--- src/svio_defs.svh ---
`ifndef SVIO_DEFS_SVH
`define SVIO_DEFS_SVH

// input function codes
`define SVIO_IN_SERVO_ON 7'h01
`define SVIO_IN_FORWARD 7'h02
`define SVIO_IN_REVERSE 7'h03
`define SVIO_IN_START_POS 7'h04
`define SVIO_IN_HOMING 7'h05
`define SVIO_IN_HOME_LIMIT 7'h06
`define SVIO_IN_POS_OT 7'h07
`define SVIO_IN_NEG_OT 7'h08
`define SVIO_IN_FORCED_STOP 7'h0A
`define SVIO_IN_ALARM_RESET 7'h0B
`define SVIO_IN_BRAKE_RES_HOT 7'h22
`define SVIO_IN_TEACHING 7'h23
`define SVIO_IN_OVR_ENABLE 7'h2B
`define SVIO_IN_OVR_W1 7'h2C
`define SVIO_IN_INT_ENABLE 7'h30
`define SVIO_IN_INT_INPUT 7'h31
`define SVIO_IN_DEV_CLEAR 7'h32
`define SVIO_IN_SPEED_SEL0 7'h33
`define SVIO_IN_FREE_RUN 7'h36

// output function codes
`define SVIO_OUT_NONE 7'h00
`define SVIO_OUT_READY 7'h01
`define SVIO_OUT_IN_POS 7'h02
`define SVIO_OUT_ALARM_NO 7'h10
`define SVIO_OUT_SERVO_CTRL_RDY 7'h1C
`define SVIO_OUT_DATA_ERR 7'h1E
`define SVIO_OUT_ADDR_ERR 7'h1F
`define SVIO_OUT_ALARM_CODE0 7'h20
`define SVIO_OUT_ALARM_CODE4 7'h24
`define SVIO_OUT_MODE_BIT0 7'h3C
`define SVIO_OUT_MODE_BIT7 7'h43
`define SVIO_OUT_ALARM_NC 7'h4C
`define SVIO_OUT_IMM_CONT_PERMIT 7'h4F
`define SVIO_OUT_IMM_CONT_DONE 7'h50
`define SVIO_OUT_IMM_CHANGE_DONE 7'h51
`define SVIO_OUT_CMD_POS_DONE 7'h52
`define SVIO_OUT_CODE_MIN 7'h01
`define SVIO_OUT_CODE_MAX 7'h51

// output assignment defaults, OUT3..OUT8
`define SVIO_DEF_OUT3 7'h01
`define SVIO_DEF_OUT4 7'h02
`define SVIO_DEF_OUT5 7'h1C
`define SVIO_DEF_OUT6 7'h10
`define SVIO_DEF_OUT7 7'h1E
`define SVIO_DEF_OUT8 7'h1F
`define SVIO_NUM_OUT 16
`define SVIO_NUM_PHYS_OUT 2

// host register offsets
`define SVIO_REG_IN_LO 8'h00
`define SVIO_REG_IN_HI 8'h04
`define SVIO_REG_OUT_IMAGE 8'h08
`define SVIO_REG_SETTING 8'h0C
`define SVIO_REG_INT_STATUS 8'h10
`define SVIO_REG_INT_MASK 8'h14
`define SVIO_SET_INDEX_LSB 0
`define SVIO_SET_CODE_LSB 8
`define SVIO_INT_READY_RISE 0
`define SVIO_INT_READY_FALL 1
`define SVIO_INT_SET_REJECT 2
`define SVIO_INT_OUT_CHANGE 3
`define SVIO_INT_WIDTH 4

`endif

--- src/svio_pkg.sv ---
package svio_pkg;
  typedef enum logic [1:0] {
    SVIO_SERVO_OFF = 2'b00,
    SVIO_SERVO_RUN = 2'b01,
    SVIO_SERVO_STOPPING = 2'b10
  } svio_servo_state_type;

  typedef logic [6:0] svio_code_type;

  typedef struct packed {
    logic servo_on;
    logic forward_cmd;
    logic reverse_cmd;
    logic start_positioning;
    logic homing_cmd;
    logic home_limit_switch;
    logic positive_overtravel;
    logic negative_overtravel;
    logic forced_stop_in;
    logic alarm_reset;
    logic brake_res_overheat;
    logic teaching;
    logic override_enable;
    logic [3:0] override_weight;
    logic interrupt_enable;
    logic interrupt_input;
    logic deviation_clear;
    logic [2:0] speed_select;
    logic free_run;
  } svio_in_func_type;
endpackage

--- src/svio_if.sv ---
`timescale 1ns/1ns
interface svio_if;
  logic [63:0] in_image;
  logic [15:0] out_image;
  logic set_valid;
  logic [3:0] set_index;
  logic [6:0] set_code;
  logic set_reject;

  modport device (
    input in_image,
    output out_image,
    input set_valid,
    input set_index,
    input set_code,
    output set_reject
  );
  modport host (
    output in_image,
    input out_image,
    output set_valid,
    output set_index,
    output set_code,
    input set_reject
  );
endinterface

--- src/svio_device.sv ---
// Chosen here: the register addresses and the AHB-Lite register port.
`timescale 1ns/1ns
`include "svio_defs.svh"

// Operation
// [RULE1] accept codes 1-81, apply after power cycle
// [RULE2] outputs 3-8 default 1,2,28,16,30,31, rest 0
// [RULE3] decode basic input codes 1-11, 51-53; code 9 is not decoded
// [RULE4] decode input codes 34,35,43-50,54
// [RULE5] decode output codes 1,2,16,76,32-36
// [RULE6] output codes 60-67, 79-82 decoded; the setting check refuses code 82, so only 79-81 can reach an output
// [RULE7] ready only while servo-on held
// [RULE8] servo off: gate off, free-run, commands dropped
// [RULE9] servo off while rotating: controlled stop
// [RULE10] ready needs no alarm, servo-on, forced-stop
// [RULE11] unassigned terminal stays inactive
module svio_device (
  input wire logic I_REF_CLK,
  input wire logic I_RESET_N,
  input wire logic I_CE,
  input wire logic I_POWER_CYCLE,
  input wire logic I_ALARM,
  input wire logic [4:0] I_ALARM_CODE,
  input wire logic I_MOTOR_ROTATING,
  input wire logic I_IN_POSITION,
  input wire logic I_SERVO_CTRL_READY,
  input wire logic I_DATA_ERROR,
  input wire logic I_ADDRESS_ERROR,
  input wire logic [7:0] I_MODE,
  input wire logic I_IMM_CONT_PERMIT,
  input wire logic I_IMM_CONT_DONE,
  input wire logic I_IMM_CHANGE_DONE,
  input wire logic I_CMD_POS_DONE,
  input wire logic [1:0] I_SERVO_OFF_ACTION,
  svio_if.device LINK,
  output logic O_GATE_ENABLE,
  output logic O_FREE_RUN,
  output logic O_CONTROLLED_STOP,
  output logic [1:0] O_STOP_PROFILE,
  output logic O_READY,
  output svio_pkg::svio_in_func_type O_IN_FUNC,
  output logic [1:0] O_OUT_TERMINAL
);
  svio_pkg::svio_code_type pending_q [`SVIO_NUM_OUT];
  svio_pkg::svio_code_type active_q [`SVIO_NUM_OUT];
  svio_pkg::svio_servo_state_type state_q;
  svio_pkg::svio_servo_state_type state_d;
  svio_pkg::svio_in_func_type func_d;
  logic [15:0] out_image_q;
  logic [15:0] out_image_d;
  logic set_reject_q;
  logic [1:0] profile_q;
  logic servo_on;
  logic forced_stop_ok;
  logic free_run_req;
  logic [127:0] src_vec;

  function automatic svio_pkg::svio_code_type default_code(input int idx);
    case (idx)
      2: default_code = `SVIO_DEF_OUT3; // [RULE2]
      3: default_code = `SVIO_DEF_OUT4;
      4: default_code = `SVIO_DEF_OUT5;
      5: default_code = `SVIO_DEF_OUT6;
      6: default_code = `SVIO_DEF_OUT7;
      7: default_code = `SVIO_DEF_OUT8;
      default: default_code = `SVIO_OUT_NONE;
    endcase
  endfunction

  // settings written now sit in the pending table; only a power cycle moves them
  always_ff @(posedge I_REF_CLK) begin
    if (!I_RESET_N) begin
      for (int i = 0; i < `SVIO_NUM_OUT; i++) begin
        pending_q[i] <= default_code(i);
      end
      set_reject_q <= 1'b0;
    end else if (I_CE) begin
      set_reject_q <= 1'b0;
      if (LINK.set_valid) begin
        if (LINK.set_code == `SVIO_OUT_NONE ||
            (LINK.set_code >= `SVIO_OUT_CODE_MIN && LINK.set_code <= `SVIO_OUT_CODE_MAX)) begin
          pending_q[LINK.set_index] <= LINK.set_code; // [RULE1]
        end else begin
          set_reject_q <= 1'b1; // [RULE1]
        end
      end
    end
  end

  always_ff @(posedge I_REF_CLK) begin
    if (!I_RESET_N) begin
      for (int i = 0; i < `SVIO_NUM_OUT; i++) begin
        active_q[i] <= default_code(i); // [RULE2]
      end
    end else if (I_CE && I_POWER_CYCLE) begin
      for (int i = 0; i < `SVIO_NUM_OUT; i++) begin
        active_q[i] <= pending_q[i]; // [RULE1]
      end
    end
  end

  function automatic logic img(input logic [6:0] code);
    img = LINK.in_image[code[5:0]];
  endfunction

  assign servo_on = img(`SVIO_IN_SERVO_ON);
  assign forced_stop_ok = img(`SVIO_IN_FORCED_STOP);
  assign free_run_req = img(`SVIO_IN_FREE_RUN); // [RULE4]

  // rotation commands pass only while the drive is running
  always_comb begin
    func_d = '0;
    func_d.servo_on = servo_on; // [RULE3]
    func_d.forced_stop_in = forced_stop_ok;
    func_d.home_limit_switch = img(`SVIO_IN_HOME_LIMIT);
    func_d.positive_overtravel = img(`SVIO_IN_POS_OT);
    func_d.negative_overtravel = img(`SVIO_IN_NEG_OT);
    func_d.alarm_reset = img(`SVIO_IN_ALARM_RESET);
    for (int b = 0; b < 3; b++) begin
      func_d.speed_select[b] = LINK.in_image[`SVIO_IN_SPEED_SEL0 + b]; // [RULE3]
    end
    func_d.brake_res_overheat = img(`SVIO_IN_BRAKE_RES_HOT); // [RULE4]
    func_d.teaching = img(`SVIO_IN_TEACHING);
    func_d.override_enable = img(`SVIO_IN_OVR_ENABLE);
    for (int b = 0; b < 4; b++) begin
      func_d.override_weight[b] = LINK.in_image[`SVIO_IN_OVR_W1 + b]; // [RULE4]
    end
    func_d.interrupt_enable = img(`SVIO_IN_INT_ENABLE);
    func_d.interrupt_input = img(`SVIO_IN_INT_INPUT);
    func_d.deviation_clear = img(`SVIO_IN_DEV_CLEAR);
    func_d.free_run = free_run_req;
    // servo_on gates too: state lags the image by one cycle when servo-on drops
    if (state_q == svio_pkg::SVIO_SERVO_RUN && servo_on) begin
      func_d.forward_cmd = img(`SVIO_IN_FORWARD); // [RULE8]
      func_d.reverse_cmd = img(`SVIO_IN_REVERSE);
      func_d.start_positioning = img(`SVIO_IN_START_POS);
      func_d.homing_cmd = img(`SVIO_IN_HOMING);
    end
  end

  always_comb begin
    state_d = state_q;
    case (state_q)
      svio_pkg::SVIO_SERVO_OFF: begin
        if (servo_on && forced_stop_ok && !I_ALARM) begin
          state_d = svio_pkg::SVIO_SERVO_RUN; // [RULE10]
        end
      end
      svio_pkg::SVIO_SERVO_RUN: begin
        if (I_ALARM || !forced_stop_ok) begin
          state_d = svio_pkg::SVIO_SERVO_OFF; // [RULE10]
        end else if (!servo_on) begin
          if (I_MOTOR_ROTATING) begin
            state_d = svio_pkg::SVIO_SERVO_STOPPING; // [RULE9]
          end else begin
            state_d = svio_pkg::SVIO_SERVO_OFF; // [RULE7]
          end
        end
      end
      svio_pkg::SVIO_SERVO_STOPPING: begin
        if (!I_MOTOR_ROTATING || I_ALARM) begin
          state_d = svio_pkg::SVIO_SERVO_OFF; // [RULE9]
        end
      end
      default: state_d = svio_pkg::SVIO_SERVO_OFF;
    endcase
  end

  always_ff @(posedge I_REF_CLK) begin
    if (!I_RESET_N) begin
      state_q <= svio_pkg::SVIO_SERVO_OFF;
      profile_q <= 2'h0;
    end else if (I_CE) begin
      state_q <= state_d;
      // profile frozen at entry so a mid-stop setting change cannot jerk the ramp
      if (state_q != svio_pkg::SVIO_SERVO_STOPPING) begin
        profile_q <= I_SERVO_OFF_ACTION; // [RULE9]
      end
    end
  end

  always_ff @(posedge I_REF_CLK) begin
    if (!I_RESET_N) begin
      O_IN_FUNC <= '0;
    end else if (I_CE) begin
      O_IN_FUNC <= func_d;
    end
  end

  // outputs other than the stop profile derive from the state; free-run input overrides a running or stopping drive
  always_comb begin
    O_READY = (state_q == svio_pkg::SVIO_SERVO_RUN); // [RULE7]
    O_CONTROLLED_STOP = (state_q == svio_pkg::SVIO_SERVO_STOPPING); // [RULE9]
    O_GATE_ENABLE = (state_q != svio_pkg::SVIO_SERVO_OFF) && !free_run_req; // [RULE8]
    O_FREE_RUN = !O_GATE_ENABLE; // [RULE8]
    O_STOP_PROFILE = profile_q;
  end

  // bit n of src_vec is the signal of output function code n
  always_comb begin
    src_vec = '0;
    src_vec[`SVIO_OUT_READY] = O_READY; // [RULE5]
    src_vec[`SVIO_OUT_IN_POS] = I_IN_POSITION;
    src_vec[`SVIO_OUT_ALARM_NO] = I_ALARM;
    src_vec[`SVIO_OUT_ALARM_NC] = !I_ALARM;
    src_vec[`SVIO_OUT_SERVO_CTRL_RDY] = I_SERVO_CTRL_READY;
    src_vec[`SVIO_OUT_DATA_ERR] = I_DATA_ERROR;
    src_vec[`SVIO_OUT_ADDR_ERR] = I_ADDRESS_ERROR;
    src_vec[`SVIO_OUT_ALARM_CODE4:`SVIO_OUT_ALARM_CODE0] = I_ALARM_CODE; // [RULE5]
    src_vec[`SVIO_OUT_MODE_BIT7:`SVIO_OUT_MODE_BIT0] = I_MODE; // [RULE6]
    src_vec[`SVIO_OUT_IMM_CONT_PERMIT] = I_IMM_CONT_PERMIT;
    src_vec[`SVIO_OUT_IMM_CONT_DONE] = I_IMM_CONT_DONE;
    src_vec[`SVIO_OUT_IMM_CHANGE_DONE] = I_IMM_CHANGE_DONE;
    src_vec[`SVIO_OUT_CMD_POS_DONE] = I_CMD_POS_DONE; // [RULE6]
  end

  genvar g;
  generate
    for (g = 0; g < `SVIO_NUM_OUT; g++) begin : g_out
      // code 0 drives the output bit low directly instead of reading src_vec bit 0
      assign out_image_d[g] = (active_q[g] == `SVIO_OUT_NONE) ? 1'b0 : src_vec[active_q[g]]; // [RULE11]
    end
  endgenerate

  always_ff @(posedge I_REF_CLK) begin
    if (!I_RESET_N) begin
      out_image_q <= '0;
    end else if (I_CE) begin
      out_image_q <= out_image_d;
    end
  end

  assign LINK.out_image = out_image_q;
  assign LINK.set_reject = set_reject_q;
  assign O_OUT_TERMINAL = out_image_q[`SVIO_NUM_PHYS_OUT-1:0];
endmodule // svio_device

--- src/flat_wrapper.sv ---
// flat-port wrapper written by rule: the top's interface ports become plain ports
module svio_device_flat 
  (I_REF_CLK, I_RESET_N, I_CE, I_POWER_CYCLE, I_ALARM, I_ALARM_CODE, I_MOTOR_ROTATING, I_IN_POSITION, I_SERVO_CTRL_READY, I_DATA_ERROR, I_ADDRESS_ERROR, I_MODE, I_IMM_CONT_PERMIT, I_IMM_CONT_DONE, I_IMM_CHANGE_DONE, I_CMD_POS_DONE, I_SERVO_OFF_ACTION, O_GATE_ENABLE, O_FREE_RUN, O_CONTROLLED_STOP, O_STOP_PROFILE, O_READY, O_IN_FUNC, O_OUT_TERMINAL, LINK_in_image, LINK_out_image, LINK_set_valid, LINK_set_index, LINK_set_code, LINK_set_reject);
  svio_if LINK_i ();
  input wire logic I_REF_CLK;
  input wire logic I_RESET_N;
  input wire logic I_CE;
  input wire logic I_POWER_CYCLE;
  input wire logic I_ALARM;
  input wire logic [4:0] I_ALARM_CODE;
  input wire logic I_MOTOR_ROTATING;
  input wire logic I_IN_POSITION;
  input wire logic I_SERVO_CTRL_READY;
  input wire logic I_DATA_ERROR;
  input wire logic I_ADDRESS_ERROR;
  input wire logic [7:0] I_MODE;
  input wire logic I_IMM_CONT_PERMIT;
  input wire logic I_IMM_CONT_DONE;
  input wire logic I_IMM_CHANGE_DONE;
  input wire logic I_CMD_POS_DONE;
  input wire logic [1:0] I_SERVO_OFF_ACTION;
  output logic O_GATE_ENABLE;
  output logic O_FREE_RUN;
  output logic O_CONTROLLED_STOP;
  output logic [1:0] O_STOP_PROFILE;
  output logic O_READY;
  output svio_pkg::svio_in_func_type O_IN_FUNC;
  output logic [1:0] O_OUT_TERMINAL;
  input wire logic [$bits(LINK_i.in_image)-1:0] LINK_in_image;
  output wire logic [$bits(LINK_i.out_image)-1:0] LINK_out_image;
  input wire logic [$bits(LINK_i.set_valid)-1:0] LINK_set_valid;
  input wire logic [$bits(LINK_i.set_index)-1:0] LINK_set_index;
  input wire logic [$bits(LINK_i.set_code)-1:0] LINK_set_code;
  output wire logic [$bits(LINK_i.set_reject)-1:0] LINK_set_reject;
  assign LINK_i.in_image = LINK_in_image;
  assign LINK_out_image = LINK_i.out_image;
  assign LINK_i.set_valid = LINK_set_valid;
  assign LINK_i.set_index = LINK_set_index;
  assign LINK_i.set_code = LINK_set_code;
  assign LINK_set_reject = LINK_i.set_reject;
  svio_device u_core (.I_REF_CLK(I_REF_CLK), .I_RESET_N(I_RESET_N), .I_CE(I_CE), .I_POWER_CYCLE(I_POWER_CYCLE), .I_ALARM(I_ALARM), .I_ALARM_CODE(I_ALARM_CODE), .I_MOTOR_ROTATING(I_MOTOR_ROTATING), .I_IN_POSITION(I_IN_POSITION), .I_SERVO_CTRL_READY(I_SERVO_CTRL_READY), .I_DATA_ERROR(I_DATA_ERROR), .I_ADDRESS_ERROR(I_ADDRESS_ERROR), .I_MODE(I_MODE), .I_IMM_CONT_PERMIT(I_IMM_CONT_PERMIT), .I_IMM_CONT_DONE(I_IMM_CONT_DONE), .I_IMM_CHANGE_DONE(I_IMM_CHANGE_DONE), .I_CMD_POS_DONE(I_CMD_POS_DONE), .I_SERVO_OFF_ACTION(I_SERVO_OFF_ACTION), .LINK(LINK_i), .O_GATE_ENABLE(O_GATE_ENABLE), .O_FREE_RUN(O_FREE_RUN), .O_CONTROLLED_STOP(O_CONTROLLED_STOP), .O_STOP_PROFILE(O_STOP_PROFILE), .O_READY(O_READY), .O_IN_FUNC(O_IN_FUNC), .O_OUT_TERMINAL(O_OUT_TERMINAL));
endmodule
--- config.mk ---
export PLATFORM = sky130hd
export DESIGN_NAME = svio_device_flat
export DESIGN_NICKNAME = d
export VERILOG_FILES = /design/src/svio_pkg.sv /design/src/svio_if.sv /design/src/svio_device.sv /design/src/flat_wrapper.sv
export VERILOG_INCLUDE_DIRS = /design/src /design/src/src
export SDC_FILE = /design/constraint.sdc
export NUM_CORES = 1
export LEC_CHECK = 0
export BUFFER_PORTS_ARGS = -buffer_cell sky130_fd_sc_hd__buf_4
export CAP_MARGIN = 20
export CORE_MARGIN = 2
export CORE_UTILIZATION = 64
export DETAILED_ROUTE_END_ITERATION = 8
export PLACE_DENSITY = 0.95
export SYNTH_ARGS = -nofsm -noshare
export SYNTH_HDL_FRONTEND = slang
export SYNTH_SLANG_ARGS = --single-unit
export TNS_END_PERCENT = 1
--- constraint.sdc ---
create_clock -name I_REF_CLK -period 12 [get_ports I_REF_CLK]
set_input_delay 1.8 -clock I_REF_CLK [delete_from_list [all_inputs] [get_ports I_REF_CLK]]
set_output_delay 1.8 -clock I_REF_CLK [all_outputs]
set_load 0.01 [all_outputs]
After elaboration in Yosys (flattened, before gate mapping)
Memories as Yosys holds them, arrays and structs flattened.
Index checks and enable logic that the tools add are counted.
{"block": "word_totals", "latchBits": 0, "ram_bits": 224, "regBits": 45, "romBits": 0, "mem_count": 2, "input_bits": 105}
{"block": "classes", "mul": 0, "n_eq_ne": 6, "bitwise": 16, "shift": 0, "order_cmp": 18, "reduce_logical": 36, "n_mux": 92, "div_mod_pow": 0, "add_sub_neg": 0}
{"memory": "u_core.active_q", "words": 16, "width": 7, "read_ports": 16, "rd_clocked_by_memory_dff": 0, "write_ports": 16, "line_no": "svio_device.sv:45", "source": "svio_pkg::svio_code_type active_q [`SVIO_NUM_OUT];"}
{"memory": "u_core.pending_q", "words": 16, "width": 7, "read_ports": 16, "rd_clocked_by_memory_dff": 0, "write_ports": 16, "line_no": "svio_device.sv:44", "source": "svio_pkg::svio_code_type pending_q [`SVIO_NUM_OUT];"}
{"cell": "7-bit 2-to-1 mux", "n": 24}
{"cell": "7-bit by 8-bit less-than comparator with 1-bit output (second input constant)", "n": 16}
{"cell": "7-bit zero test", "n": 17}
{"cell": "1-bit binary-select mux with 7-bit select", "n": 16}
{"cell": "1-bit 2-to-1 mux", "n": 44}
{"cell": "1-bit OR", "n": 16}
{"cell": "2-bit 2-to-1 mux", "n": 5}
{"cell": "4-bit 2-to-1 mux", "n": 2}
{"cell": "7-bit by 1-bit greater-or-equal comparator with 1-bit output (second input constant)", "n": 1}
{"cell": "7-bit <= comparator (second input constant)", "n": 1}
{"cell": "7-bit OR reduction", "n": 1}
{"cell": "1-bit logical AND", "n": 6}
{"cell": "2-bit case mux with 3 select lines", "n": 1}
{"cell": "1-bit zero test", "n": 5}
{"cell": "2-bit by 1-bit inequality test with 1-bit output (second input constant)", "n": 2}
{"cell": "4-bit AND reduction", "n": 1}
{"cell": "1-bit logical OR", "n": 3}
{"cell": "3-bit by 2-bit inequality test with 1-bit output (second input constant)", "n": 1}
{"cell": "2-bit by 1-bit equality test with 1-bit output (second input constant)", "n": 1}
{"cell": "2-bit equality test (second input constant)", "n": 1}
{"cell": "2-bit zero test", "n": 1}
{"cell": "2-bit inequality test (second input constant)", "n": 1}
{"cell": "2-bit AND reduction", "n": 1}
{"cell": "2-bit nonzero test", "n": 1}

Depth between registers and ports, before layout
{"block": "depth", "word_depth": 10, "mapped_depth": 9, "ltp_nobuf": 7}

Least setup slack after synthesis
Ideal clock, no wire load.
{"block": "synth_timing", "path_type": "in2reg", "startpoint": "input I_CE", "endpoint": "memory u_core.active_q[0][0] in the netlist's numbering, enable pin", "arrival_ps": 5180, "path_slack_ps": 6345, "n_path_buf": 3, "t_required_ps": 11525, "stages": 5, "path_cell_list": "clkbuf_1 -> clkbuf_1 -> clkbuf_1 -> nand2_1 -> nand2_1"}
{"element": "start, declared", "line_no": "flat_wrapper.sv:7", "source": "input wire logic I_CE;"}
{"element": "end, declared", "line_no": "svio_device.sv:45"}

Worst setup path after layout
{"block": "layout_timing", "startpoint": "register u_core.state_q[1]", "endpoint": "output O_READY"}
{"block": "layout_between", "elab_chain_len": 1}
{"element": "start, declared", "line_no": "svio_device.sv:46", "source": "svio_pkg::svio_servo_state_type state_q;"}
{"element": "start signal, assigned", "line_no": "svio_device.sv:171", "source": "state_q <= svio_pkg::SVIO_SERVO_OFF;"}
{"element": "start signal, assigned", "line_no": "svio_device.sv:174", "source": "state_q <= state_d;"}
{"element": "2-bit by 1-bit equality test with 1-bit output", "line_no": "svio_device.sv:192", "source": "O_READY = (state_q == svio_pkg::SVIO_SERVO_RUN);"}
{"element": "end, declared", "line_no": "flat_wrapper.sv:26", "source": "output logic O_READY;"}
No other way between the ends.

==> impl_results.md <==
- Status: finished clean
- Net switching power: 564 uW
- Row cnt: between 50 and 60
- Worst-path cell chain: nand2b_1, clkinv_1, buf_4
- Clk pwr share: 0.383
- CTS Buf Count: 26
- Seq/Total Area, Yosys: 0.522
- Final Util: 0.724
- Drt first-iter violations: 1396
- Syn avg cell area: approximately 11 um^2
- FF-to-FF setup slack: around 9000 ps
- Initial core utilization: 0.649
- H-tree depth: 1
- Sequential power share: 0.505
- Reg area: 7630 um^2
- GRT Resource Usage Total: 0.328
- Cells after Synth: 1288
- CTS Hold Bufs: 0
- Area grow syn2layout: 11.5%
- Worst EP arrival: about 2800 ps
- Share of layout cells above drive strength 1: 0.176
- Biggest area consumer among synthesized cells: edfxtp_1
- Setup Fix Bufs, Post-CTS: 0
- Final setup fails: 0
- Total clock sinks: 269
- RSZ-0062 raised after global routing: no
- Routed len/inst: 24.4 um
- CP peak stage delay: just under 700 ps
- Post-Syn Nets: between 1000 and 1500
- Share of Yosys cell area claimed by the top area cell type: 0.460
- Clock latency on the worst-skew pair: approximately 540 ps
- Peak fanout along the critical path: 8
- Top post-synthesis cells by count: edfxtp_1, and2_1, clkbuf_1
- Most common cell in the netlist: edfxtp_1
- CTS tree: built
- Vias per std cell: ~7
- FF+latch count, synth: 269
- Length of the first detailed-routing pass in iterations: 7
- Peak VDD IR: 0.000106 V
- Leak pwr: about 5.7 nW
- EDFF count, synth: between 200 and 250
- Int Pwr: around 1.7 mW
- Max-slew headroom: 0.314
- DIE HEIGHT: between 150 and 200 um
- IO buf count: ~110
- Nets: about 1400
- Startpoint Class: register
- DR DRC count: 0
- Max-slew violation count: 0
- Async SR Flop Fraction: 0
- Switching Fraction: 0.252
- Req. time, crit path: between 10000 and 15000 ps
- Final Hold Viols: 0
- Comb pwr share: 0.112
- Total die area: between 20000 and 25000 um^2
- Overall routed net length: between 30000 and 40000 um
- Cell area after synthesis: ~15000 um^2
- Core area: between 20000 and 25000 um^2
- Worst-path clk slew: roughly 60 ps
- Pin count of the biggest net entering global routing: 94
- Min-Delay Path Class: reg -> reg
- Worst Skew: approximately 22 ps
- IO Count: between 150 and 200
- Pwr dens: ~140 nW/um^2
- Final GP Congestion: roughly 0.93
- Yosys cell types: 60
- First-pass GRT wire length: about 60000 um
- CTS max path bufs: 3
- Slowest-stage cell, CP: nand2b_1
- Cts repair resizes: 0
- Via count: 11300
- Detail Placement HPWL: between 20000 and 25000 um
- Critical path class: reg -> out
- Synth area leaders: edfxtp_1, and2_1, mux4_2
- Root Driver: clkbuf_16
- Ys flop type: edfxtp_1
- Area taken by multi-input logic gates: approximately 6500 um^2
- Non-filler instance count after layout: roughly 1600
- Worst setup EP type: primary output
- Worst Max-Slew Pin Slew: between 1000 and 1500 ps
- Number of max-cap violations: 0
- Tmin final: around 4600 ps
- Synthesis warning total: 0
- Vias in the first global route: around 11000
- # placed instances: ~1600
- Setup TNS: 0 ps
- Fillers: between 1000 and 1500
- Grt total ovfl: 0
- Chip width: about 160 um
- Max frequency: between 200 and 250 MHz
- Initial antenna violation count: 0
- Fin Hold WS: roughly 460 ps
- Post-DRT Antenna Nets: 0
- Final period util: 0.382
-- sequential cells by signal, indices dropped and copies added, names as in the netlist --
name and flops:
u_core.LINK.out_image 16, u_core.state_q 2, u_core.O_IN_FUNC 24, u_core.O_STOP_PROFILE 2, u_core.LINK.set_reject 1, u_core.active_q 112
u_core.pending_q 112
-- stage by stage --
stage               area, um^2  total power, mW  setup WS, ps
floorplan                14600             1.29          6350
global placement         15400             1.37          7230
detailed placement       15400             1.38          7110
CTS                      16300             2.23          7550
global route             16300             2.29          7390
finish                   16300             2.24          7420
-- layer usage --
metal	up-vias	routed length (um)	GRT usage
li1	4900	-	-
met1	5252	12800	0.401
met2	945	18800	0.542
met3	242	5410	0.0738
met4	0	2540	0.184
met5	-	0	0
-- power groups by stage --
stage | Combinational [mW] | Sequential, mW | Clock (mW)
2_1_floorplan | 0.176 | 1.12 | 0
3_3_place_gp | 0.230 | 1.14 | 0
3_5_place_dp | 0.238 | 1.15 | 0
4_1_cts | 0.243 | 1.13 | 0.860
5_1_grt | 0.263 | 1.14 | 0.895
6_report | 0.250 | 1.13 | 0.856
-- worst max-delay path: cells and delay by family (launching register included) --
kind                   cells  cell delay (ps)
DFF                        1              580
buffers and inverters      2              990
and+or+nand+nor            1              680
-- cells in the final DEF, fill, tap and decap left out, types with 8 or more instances in the layout --
master,instances
nand3b_1,31
a21oi_1,23
nand2_1,49
a22oi_1,10
o2111ai_1,10
o211ai_1,18
nand2b_1,42
nor3_1,42
dfxtp_1,45
nand3_1,25
o21ai_0,44
clkbuf_16,27
edfxtp_1,224
buf_4,115
nor2_1,65
mux2i_1,47
nand4b_1,8
a31oi_1,27
nand4_1,29
inv_1,10
and2_1,197
mux4_2,43
nor4bb_1,15
nor2b_1,25
mux2_2,21
or3_1,14
-- path summary, 6_finish.rpt --
check	cells after the start	start	end
worst min register to register	2	u_core.LINK.out_image[3]	u_core.LINK.out_image[3]
worst max register to register	7	u_core.state_q[1]	u_core.LINK.out_image[6]
worst min-delay path	2	u_core.LINK.out_image[3]	u_core.LINK.out_image[3]
worst max-delay path	3	u_core.state_q[1]	O_READY
-- logic make-up after synthesis --
| family | Yosys count | synth area share |
|---|---|---|
| AOI/OAI and AO/OA | 194 | 0.0903 |
| buffers and inverters | 126 | 0.0336 |
| DFF | 269 | 0.522 |
| muxes | 111 | 0.115 |
| and+or+nand+nor | 588 | 0.239 |
-- final cells by class --
type                            instances  share of cell area
Antenna cell                            1            0.000154
Clock buffer                           30              0.0434
Clock inverter                         18              0.0119
Inverter                               11             0.00253
Multi-Input combinational cell        893               0.399
Sequential cell                       269               0.468
Tap cell                              285              0.0219
Timing Repair Buffer                  115              0.0530
Note: power is estimated with default switching activity, not from simulation.
